File: src/shared/mmpr_pkg.sv
package mmpr_pkg;
   // address regions
   typedef enum logic [7:0] {
      MMPR_REG_IO     = 8'h01,
      MMPR_REG_RAM    = 8'h02,
      MMPR_REG_UNIMP  = 8'h04,
      MMPR_REG_EPROM  = 8'h08,
      MMPR_REG_SYS    = 8'h10,
      MMPR_REG_MON    = 8'h20,
      MMPR_REG_RSVD   = 8'h40,
      MMPR_REG_VECTOR = 8'h80
   } mmpr_region_t;

   localparam logic [15:0] IO_LAST = 16'h004f;
   localparam logic [15:0] RAM_FIRST = 16'h0050;
   localparam logic [15:0] RAM_LAST = 16'h024f;
   localparam logic [15:0] EPROM_FIRST = 16'hbe00;
   localparam logic [15:0] EPROM_LAST = 16'hfdff;
   localparam logic [15:0] SYS_FIRST = 16'hfe00;
   localparam logic [15:0] SYS_LAST = 16'hfe0f;
   localparam logic [15:0] MON_FIRST = 16'hfe10;
   localparam logic [15:0] MON_LAST = 16'hfeff;
   localparam logic [15:0] UNIMP_HI_FIRST = 16'hff00;
   localparam logic [15:0] UNIMP_HI_LAST = 16'hffbf;
   localparam logic [15:0] RSVD_FIRST = 16'hffc0;
   localparam logic [15:0] RSVD_LAST = 16'hffd1;
   localparam logic [15:0] VECTOR_FIRST = 16'hffd2;

   // port register offsets
   localparam logic [15:0] PORT_A_DATA = 16'h0000;
   localparam logic [15:0] PORT_B_DATA = 16'h0001;
   localparam logic [15:0] PORT_C_DATA = 16'h0002;
   localparam logic [15:0] PORT_D_INPUT = 16'h0003;
   localparam logic [15:0] PORT_E_DATA = 16'h0004;
   localparam logic [15:0] PORT_F_DATA = 16'h0005;
   localparam logic [15:0] PORT_A_DIRECTION = 16'h0006;
   localparam logic [15:0] PORT_B_DIRECTION = 16'h0007;
   localparam logic [15:0] PORT_C_DIRECTION = 16'h0008;

   // system register offsets
   localparam logic [15:0] BREAK_STATUS = 16'hfe00;
   localparam logic [15:0] RESET_SOURCE_STATUS = 16'hfe01;
   localparam logic [15:0] BREAK_FLAG_CONTROL = 16'hfe03;
   localparam logic [15:0] PROGRAM_MEMORY_CONTROL = 16'hfe07;
   localparam logic [15:0] CLOCK_MULTIPLIER_CONTROL = 16'hfe0b;
   localparam logic [15:0] CLOCK_MULTIPLIER_BANDWIDTH = 16'hfe0c;
   localparam logic [15:0] CLOCK_MULTIPLIER_PROGRAM = 16'hfe0d;
   localparam logic [15:0] LOW_VOLTAGE_STATUS = 16'hfe0f;
   localparam logic [15:0] WATCHDOG_CONTROL = 16'hffff;

   // implemented bit masks and reset values
   localparam logic [7:0] MASK_7BIT = 8'h7f;
   localparam logic [7:0] MASK_6BIT = 8'h3f;
   localparam logic [7:0] DIRECTION_RESET = 8'h00;

   // system register selects
   typedef enum logic [8:0] {
      MMPR_SYS_NONE   = 9'h000,
      MMPR_SYS_BRKST  = 9'h001,
      MMPR_SYS_RSTSRC = 9'h002,
      MMPR_SYS_BRKFC  = 9'h004,
      MMPR_SYS_PMCTL  = 9'h008,
      MMPR_SYS_CMCTL  = 9'h010,
      MMPR_SYS_CMBW   = 9'h020,
      MMPR_SYS_CMPRG  = 9'h040,
      MMPR_SYS_LVST   = 9'h080,
      MMPR_SYS_WDOG   = 9'h100
   } mmpr_sys_t;
endpackage

File: src/core/mmpr_decoder.sv
`timescale 1ns/10ps
//////////////////////////////////////////////////////////////////////////////
// Summary of operation
// - 16-bit address routes every access to exactly one region.
// - 0000 to 004F is the I/O window; RAM follows directly.
// - BE00-FDFF program memory; RAM 512 bytes at 0050; gap unimplemented.
// - FE10-FEFF monitor ROM; FF00-FFBF unimplemented; FFC0-FFD1 reserved.
// - FFD2 to FFFF selects the vector table.
// - FE00 selects the break status register.
// - FE01 selects the reset-source status register.
// - FE03 break flag control; FE02, FE04-FE06 reserved, empty.
// - FE07 selects the program-memory control register.
// - FE0B, FE0C, FE0D select clock multiplier control, bandwidth, program.
// - FE0F selects the low-voltage status register.
// - FFFF selects watchdog control besides being a vector byte.
// - ports A, B, E latches at 0000, 0001, 0004 survive reset.
// - port C data: bits 6-0 read/write, bit 7 zero, survives reset.
// - port D read-only: bits 6-0 pins, bit 7 zero.
// - port F data: bits 5-0 read/write, bits 7-6 zero, survives reset.
// - port A, B directions fully read/write, cleared on reset.
// - port C direction: bits 6-0 read/write, bit 7 zero, cleared.
module mmpr_decoder (
   // clock and reset
   input wire logic core_clk_i,
   input wire logic arst_n_i,
   // processor bus
   input wire logic [15:0] addr_i,
   input wire logic rd_i,
   input wire logic wr_i,
   input wire logic [7:0] wdata_i,
   output logic [7:0] rdata_o,
   // region decode
   output mmpr_pkg::mmpr_region_t region_o,
   output mmpr_pkg::mmpr_sys_t sys_sel_o,
   output logic illegal_addr_o,
   // data from regions outside this block
   input wire logic [7:0] mem_rdata_i,
   input wire logic [7:0] sys_rdata_i,
   // port pins
   input wire logic [7:0] port_a_pin_i,
   output logic [7:0] port_a_pin_o,
   output logic [7:0] port_a_pin_oe_o,
   input wire logic [7:0] port_b_pin_i,
   output logic [7:0] port_b_pin_o,
   output logic [7:0] port_b_pin_oe_o,
   input wire logic [6:0] port_c_pin_i,
   output logic [6:0] port_c_pin_o,
   output logic [6:0] port_c_pin_oe_o,
   input wire logic [6:0] port_d_pin_i,
   // latches whose pin direction lives elsewhere
   output logic [7:0] port_e_latch_o,
   output logic [5:0] port_f_latch_o
);
   import mmpr_pkg::*;

   ////////////////////////////////////////////////////////////////////////////
   // decode functions
   function automatic mmpr_region_t region_of(input logic [15:0] a);
      mmpr_region_t r;
      r = MMPR_REG_UNIMP;
      if (a <= IO_LAST) begin
         r = MMPR_REG_IO;
      end else if (a >= RAM_FIRST && a <= RAM_LAST) begin
         r = MMPR_REG_RAM;
      end else if (a >= EPROM_FIRST && a <= EPROM_LAST) begin
         r = MMPR_REG_EPROM;
      end else if (a >= SYS_FIRST && a <= SYS_LAST) begin
         r = MMPR_REG_SYS;
      end else if (a >= MON_FIRST && a <= MON_LAST) begin
         r = MMPR_REG_MON;
      end else if (a >= UNIMP_HI_FIRST && a <= UNIMP_HI_LAST) begin
         r = MMPR_REG_UNIMP;
      end else if (a >= RSVD_FIRST && a <= RSVD_LAST) begin
         r = MMPR_REG_RSVD;
      end else if (a >= VECTOR_FIRST) begin
         r = MMPR_REG_VECTOR;
      end
      return r;
   endfunction

   function automatic mmpr_sys_t sys_of(input logic [15:0] a);
      mmpr_sys_t s;
      s = MMPR_SYS_NONE;
      case (a)
         BREAK_STATUS: s = MMPR_SYS_BRKST;
         RESET_SOURCE_STATUS: s = MMPR_SYS_RSTSRC;
         BREAK_FLAG_CONTROL: s = MMPR_SYS_BRKFC;
         PROGRAM_MEMORY_CONTROL: s = MMPR_SYS_PMCTL;
         CLOCK_MULTIPLIER_CONTROL: s = MMPR_SYS_CMCTL;
         CLOCK_MULTIPLIER_BANDWIDTH: s = MMPR_SYS_CMBW;
         CLOCK_MULTIPLIER_PROGRAM: s = MMPR_SYS_CMPRG;
         LOW_VOLTAGE_STATUS: s = MMPR_SYS_LVST;
         WATCHDOG_CONTROL: s = MMPR_SYS_WDOG;
         default: s = MMPR_SYS_NONE;
      endcase
      return s;
   endfunction

   // mixed read of latch and pin
   function automatic logic [7:0] mix(input logic [7:0] dir,
                                      input logic [7:0] lat,
                                      input logic [7:0] pin);
      return (dir & lat) | (~dir & pin);
   endfunction

   // only a mapped offset takes a write
   function automatic logic io_write(input logic wr,
                                     input logic [15:0] a,
                                     input logic [15:0] target);
      return wr && (a == target);
   endfunction

   ////////////////////////////////////////////////////////////////////////////
   // pin synchronisers, only the second stage is read
   logic [7:0] a_s1, a_s2;
   logic [7:0] b_s1, b_s2;
   logic [6:0] c_s1, c_s2;
   logic [6:0] d_s1, d_s2;

   // port a pins
   always_ff @(posedge core_clk_i or negedge arst_n_i) begin
      if (!arst_n_i) begin
         a_s1 <= 8'h00;
         a_s2 <= 8'h00;
      end else begin
         a_s1 <= port_a_pin_i;
         a_s2 <= a_s1;
      end
   end

   // port b pins
   always_ff @(posedge core_clk_i or negedge arst_n_i) begin
      if (!arst_n_i) begin
         b_s1 <= 8'h00;
         b_s2 <= 8'h00;
      end else begin
         b_s1 <= port_b_pin_i;
         b_s2 <= b_s1;
      end
   end

   // port c pins
   always_ff @(posedge core_clk_i or negedge arst_n_i) begin
      if (!arst_n_i) begin
         c_s1 <= 7'h00;
         c_s2 <= 7'h00;
      end else begin
         c_s1 <= port_c_pin_i;
         c_s2 <= c_s1;
      end
   end

   // port d pins
   always_ff @(posedge core_clk_i or negedge arst_n_i) begin
      if (!arst_n_i) begin
         d_s1 <= 7'h00;
         d_s2 <= 7'h00;
      end else begin
         d_s1 <= port_d_pin_i;
         d_s2 <= d_s1;
      end
   end

   ////////////////////////////////////////////////////////////////////////////
   // combinational decode
   mmpr_region_t region;
   mmpr_sys_t sys_sel;
   logic access;

   assign region = region_of(addr_i);
   assign sys_sel = sys_of(addr_i);
   assign access = rd_i | wr_i;
   assign region_o = region;
   assign sys_sel_o = sys_sel;
   assign illegal_addr_o = access && (region == MMPR_REG_UNIMP);

   logic wr_io;
   assign wr_io = wr_i && (region == MMPR_REG_IO);

   // one write enable per writable port register; port D has none
   logic wr_pa_data;
   logic wr_pb_data;
   logic wr_pc_data;
   logic wr_pe_data;
   logic wr_pf_data;
   logic wr_pa_dir;
   logic wr_pb_dir;
   logic wr_pc_dir;

   assign wr_pa_data = io_write(wr_io, addr_i, PORT_A_DATA);
   assign wr_pb_data = io_write(wr_io, addr_i, PORT_B_DATA);
   assign wr_pc_data = io_write(wr_io, addr_i, PORT_C_DATA);
   assign wr_pe_data = io_write(wr_io, addr_i, PORT_E_DATA);
   assign wr_pf_data = io_write(wr_io, addr_i, PORT_F_DATA);

   assign wr_pa_dir = io_write(wr_io, addr_i, PORT_A_DIRECTION);
   assign wr_pb_dir = io_write(wr_io, addr_i, PORT_B_DIRECTION);
   assign wr_pc_dir = io_write(wr_io, addr_i, PORT_C_DIRECTION);

   ////////////////////////////////////////////////////////////////////////////
   // data latches, no reset
   logic [7:0] port_a_data;
   logic [7:0] port_b_data;
   logic [7:0] port_e_data;
   logic [6:0] port_c_data;
   logic [5:0] port_f_data;

   always_ff @(posedge core_clk_i) begin
      if (wr_pa_data) begin
         port_a_data <= wdata_i;
      end
   end

   always_ff @(posedge core_clk_i) begin
      if (wr_pb_data) begin
         port_b_data <= wdata_i;
      end
   end

   always_ff @(posedge core_clk_i) begin
      if (wr_pe_data) begin
         port_e_data <= wdata_i;
      end
   end

   always_ff @(posedge core_clk_i) begin
      if (wr_pc_data) begin
         port_c_data <= wdata_i[6:0];
      end
   end

   always_ff @(posedge core_clk_i) begin
      if (wr_pf_data) begin
         port_f_data <= wdata_i[5:0];
      end
   end

   ////////////////////////////////////////////////////////////////////////////
   // direction registers
   logic [7:0] port_a_direction;
   logic [7:0] port_b_direction;
   logic [6:0] port_c_direction;

   always_ff @(posedge core_clk_i or negedge arst_n_i) begin
      if (!arst_n_i) begin
         port_a_direction <= DIRECTION_RESET;
      end else if (wr_pa_dir) begin
         port_a_direction <= wdata_i;
      end
   end

   always_ff @(posedge core_clk_i or negedge arst_n_i) begin
      if (!arst_n_i) begin
         port_b_direction <= DIRECTION_RESET;
      end else if (wr_pb_dir) begin
         port_b_direction <= wdata_i;
      end
   end

   always_ff @(posedge core_clk_i or negedge arst_n_i) begin
      if (!arst_n_i) begin
         port_c_direction <= DIRECTION_RESET[6:0];
      end else if (wr_pc_dir) begin
         port_c_direction <= wdata_i[6:0];
      end
   end

   ////////////////////////////////////////////////////////////////////////////
   // pin drive
   // ports a, b, c drive and ports e, f latches
   assign port_a_pin_o = port_a_data;
   assign port_a_pin_oe_o = port_a_direction;
   assign port_b_pin_o = port_b_data;
   assign port_b_pin_oe_o = port_b_direction;
   assign port_c_pin_o = port_c_data;
   assign port_c_pin_oe_o = port_c_direction;
   assign port_e_latch_o = port_e_data;
   assign port_f_latch_o = port_f_data;

   ////////////////////////////////////////////////////////////////////////////
   // read mux
   // latch where driven, pin where floating
   logic [7:0] pa_read;
   logic [7:0] pb_read;
   logic [7:0] pc_read;
   logic [7:0] io_rdata;
   logic [7:0] next_rdata;
   logic sys_hit;

   assign pa_read = mix(port_a_direction, port_a_data, a_s2);
   assign pb_read = mix(port_b_direction, port_b_data, b_s2);
   assign pc_read = MASK_7BIT & mix({1'b0, port_c_direction},
                                    {1'b0, port_c_data}, {1'b0, c_s2});
   // only a named system slot answers
   assign sys_hit = (sys_sel != MMPR_SYS_NONE);

   always_comb begin
      io_rdata = 8'h00;
      case (addr_i)
         PORT_A_DATA: io_rdata = pa_read;
         PORT_B_DATA: io_rdata = pb_read;
         PORT_C_DATA: io_rdata = pc_read;
         PORT_D_INPUT: io_rdata = {1'b0, d_s2};
         PORT_E_DATA: io_rdata = port_e_data;
         PORT_F_DATA: io_rdata = MASK_6BIT & {2'b00, port_f_data};
         PORT_A_DIRECTION: io_rdata = port_a_direction;
         PORT_B_DIRECTION: io_rdata = port_b_direction;
         PORT_C_DIRECTION: io_rdata = {1'b0, port_c_direction};
         default: io_rdata = 8'h00;
      endcase
   end

   always_comb begin
      next_rdata = 8'h00;
      case (region)
         MMPR_REG_IO: next_rdata = io_rdata;
         MMPR_REG_RAM: next_rdata = mem_rdata_i;
         MMPR_REG_EPROM: next_rdata = mem_rdata_i;
         MMPR_REG_MON: next_rdata = mem_rdata_i;
         MMPR_REG_SYS: next_rdata = sys_hit ? sys_rdata_i : 8'h00;
         MMPR_REG_VECTOR: next_rdata = mem_rdata_i;
         default: next_rdata = 8'h00;
      endcase
   end

   ////////////////////////////////////////////////////////////////////////////
   // read data register
   always_ff @(posedge core_clk_i or negedge arst_n_i) begin
      if (!arst_n_i) begin
         rdata_o <= 8'h00;
      end else if (rd_i) begin
         rdata_o <= next_rdata;
      end
   end
endmodule

File: config.mk
export PLATFORM = sky130hd
export DESIGN_NAME = mmpr_decoder
export DESIGN_NICKNAME = d
export VERILOG_FILES = /design/src/shared/mmpr_pkg.sv /design/src/core/mmpr_decoder.sv
export SDC_FILE = /design/constraint.sdc
export NUM_CORES = 1
export LEC_CHECK = 0
export BUFFER_PORTS_ARGS = -buffer_cell sky130_fd_sc_hd__clkbuf_2
export CAP_MARGIN = 20
export CORE_UTILIZATION = 35
export CTS_BUF_LIST = sky130_fd_sc_hd__clkbuf_16
export DETAILED_ROUTE_END_ITERATION = 6
export SYNTH_ARGS = -nofsm -noshare
export SYNTH_HDL_FRONTEND = slang
export SYNTH_SLANG_ARGS = --single-unit
File: constraint.sdc
create_clock -name core_clk_i -period 4.1 [get_ports core_clk_i]
set_clock_uncertainty 0.1 [all_clocks]
set_input_delay 1.23 -clock core_clk_i [delete_from_list [all_inputs] [get_ports core_clk_i]]
set_output_delay 1.23 -clock core_clk_i [all_outputs]
set_load 0.02 [all_outputs]
==> qor.yml <==
sta:
  tns_ns: 0
  period_needed_ns: 4.005
  tightest_slew_ns: 0.5897
  postLayoutSetupSlackWorst_ns: 0.09534
  setup_viol: 0
  hold_viol_final: 0
  hold_ws_ns: 0.2452
  slew_violations: 0
  min_period_over_period_pct: 97.67
  relSlewSlack_pct: 60.69
  clock.fmax_mhz: 249.7
  grt_setup_unrepaired: "no"
floorplan:
  die_h_um: 124.8
  dieArea_um2: 15560
  io_pins: 160
  start_util_pct: 36.01
  rows: 44
  placeableCoreArea_um2: 14640
  die_x_um: 124.8
detailed_routing:
  wl_met3_um: 1190
  finalWirelength_um: 15800
  top_layer_used: "met4"
  wl_met1_um: 6736
  vias_per_cell: 5.340
  drt-initial-drc-count: 285
  drc_errors: 20
  drtAntennaViolNets: 0
  wire_per_inst_um: 20.58
  wl_met2_um: 7497
  drt_pass1_iterations: 7
  vias: 4101
worst_setup_path:
  required_ns: 2.77
  cp.arrival_ns: 2.67
  cp-start-kind: "input pin"
  critPathMaxFanout: 4
  path_class: "input pin to primary output"
  crit_path_end_kind: "primary output"
placement:
  hpwl_um: 11220
  gp_congestion: 0.8379
  dp_cells: 736
  io_buffers: 159
  postPlaceCellArea_um2: 6450
  pre_cts_ws_ns: 0.06964
min_path:
  hold_path_class: "flip-flop to flip-flop"
synthesis:
  post_synth_num_cell_types: 56
  async_reset_ff_share_pct: 71.09
  syn_nets: 454
  syn_inst: 380
  synth_common_cells: "dfrtp_1, edfxtp_1, mux2_2, nor2_1, nand2_1"
  synth.top_cell.area_share_pct: 43.18
  synth_top_area_cell: "dfrtp_1"
  synth.cell_area_um2: 5274
  synth_area_per_cell_um2: 13.88
  synth_most_common_cell: "dfrtp_1"
  yosysSeqAreaShare_pct: 64.25
  synth_edf_count: 37
  ys.flop_type: "dfrtp_1"
  yosys-top-cells-area: "dfrtp_1, edfxtp_1, mux2_2"
  synth_seq_cells: 128
  yosys_warnings: 0
clock_tree:
  clkLatencyLatePin_ns: 0.41
  root_buffer: "clkbuf_16"
  cts_resized: 0
  numCtsBuffers: 17
  cts_max_path_buffers: 2
  cts_hold_buf: 0
  clk_pin_slew_worst_paths_ns: 0.05
  numClockSinks: 128
  cts_setup_buffers: 0
  htreeDepth: 4
  cts_tree: "done"
pwr:
  power_leakage_nw: 3.157
  ir_drop_uv: 292.0
  powerDensity_nw_per_um2: 419.2
  p_total_mw: 2.945
global_route:
  grt_max_degree: 47
  grt_pass1_vias: 4222
  grt_pass1_wl_um: 23780
  antenna_found_initial: 0
  grt_usage_pct: 20.90
  overflow: 0
finish:
  insertedDiodeCount: 0
  nets: 645
  fin_util_pct: 47.98
  area_growth_pct: 33.24
  final_cell_count_no_fill: 768
  final_area_um2: 7027
  drive_gt1_share_pct: 48.12
status:
  outcome: "finished, violations left"
  violations: "DRC"
run:
  drv_cap: 0
-- kinds of logic after synthesis --
| kind of cell | Yosys count | synth area share (%) |
|---|---|---|
| flip-flops | 128 | 64.25 |
| XOR/XNOR | 1 | 0.1661 |
| buffers and inverters | 29 | 3.179 |
| AND/OR/NAND/NOR | 111 | 13.00 |
| multiplexers | 45 | 9.443 |
| AO/OA/AOI/OAI | 66 | 9.965 |
-- power breakdown --
group	internal, mW	total (mW)	switching (mW)
combinational	0.0580	0.157	0.0994
clock	0.887	1.43	0.543
sequential	1.35	1.36	0.0106
-- state kept, by name, indices dropped and copies added (netlist names) --
name / count
b_s1: 8
port_c_pin_o: 7
a_s2: 8
port_f_latch_o: 6
port_b_pin_oe_o: 8
port_a_pin_oe_o: 8
d_s2: 7
c_s1: 7
port_a_pin_o: 8
a_s1: 8
port_c_pin_oe_o: 7
rdata_o: 8
port_b_pin_o: 8
port_e_latch_o: 8
c_s2: 7
b_s2: 8
d_s1: 7
-- path summary, 6_finish.rpt --
kind                                                start                     end  slack (ns)  cells past startpoint
min in group asynchronous                        arst_n_i       a_s1[4]$_DFF_PN0_        0.72                      1
hold reg to reg                         b_s1[2]$_DFF_PN0_       b_s2[2]$_DFF_PN0_        0.25                      0
setup reg to reg           port_b_pin_oe_o[7]$_DFFE_PN0P_  rdata_o[7]$_DFFE_PN0P_        2.29                      5
hold / removal                          b_s1[2]$_DFF_PN0_       b_s2[2]$_DFF_PN0_        0.25                      0
max in group asynchronous                        arst_n_i       d_s2[5]$_DFF_PN0_        2.41                      2
setup / recovery                                addr_i[4]            sys_sel_o[6]         0.1                      7
-- final cells by class --
cell class,count,area (um2)
Fill cell,1345,7617
Sequential cell,128,3388
Multi-Input combinational cell,223,1758
Timing Repair Buffer,192,1046
Clock buffer,17,425.4
Tap cell,184,230.2
Clock inverter,15,145.1
Inverter,9,33.78
-- cell usage in the layout (no fill, tap or decap), types with 8 or more instances in the layout --
cell       instances
nand2_1           21
clkbuf_16         17
buf_4             34
mux2_2            37
nor2_1            25
clkbuf_2         158
a22o_1             8
inv_1              9
edfxtp_1          37
a22oi_1           10
dfrtp_1           91
-- worst max-delay path: stages --
cell      delay, ns
clkbuf_2       0.11
or4_1          0.59
nor3_4         0.18
buf_4          0.15
nand3_1        0.11
nor2_1         0.12
clkbuf_2       0.18
-- per-layer routing --
layer / GRT usage (%) / vias up
met5: 0 / -
met4: 8.569 / 0
met3: 6.057 / 29
met2: 33.05 / 203
met1: 26.85 / 2034
li1: - / 1835
No activity file was read; power rests on OpenSTA's default activity.
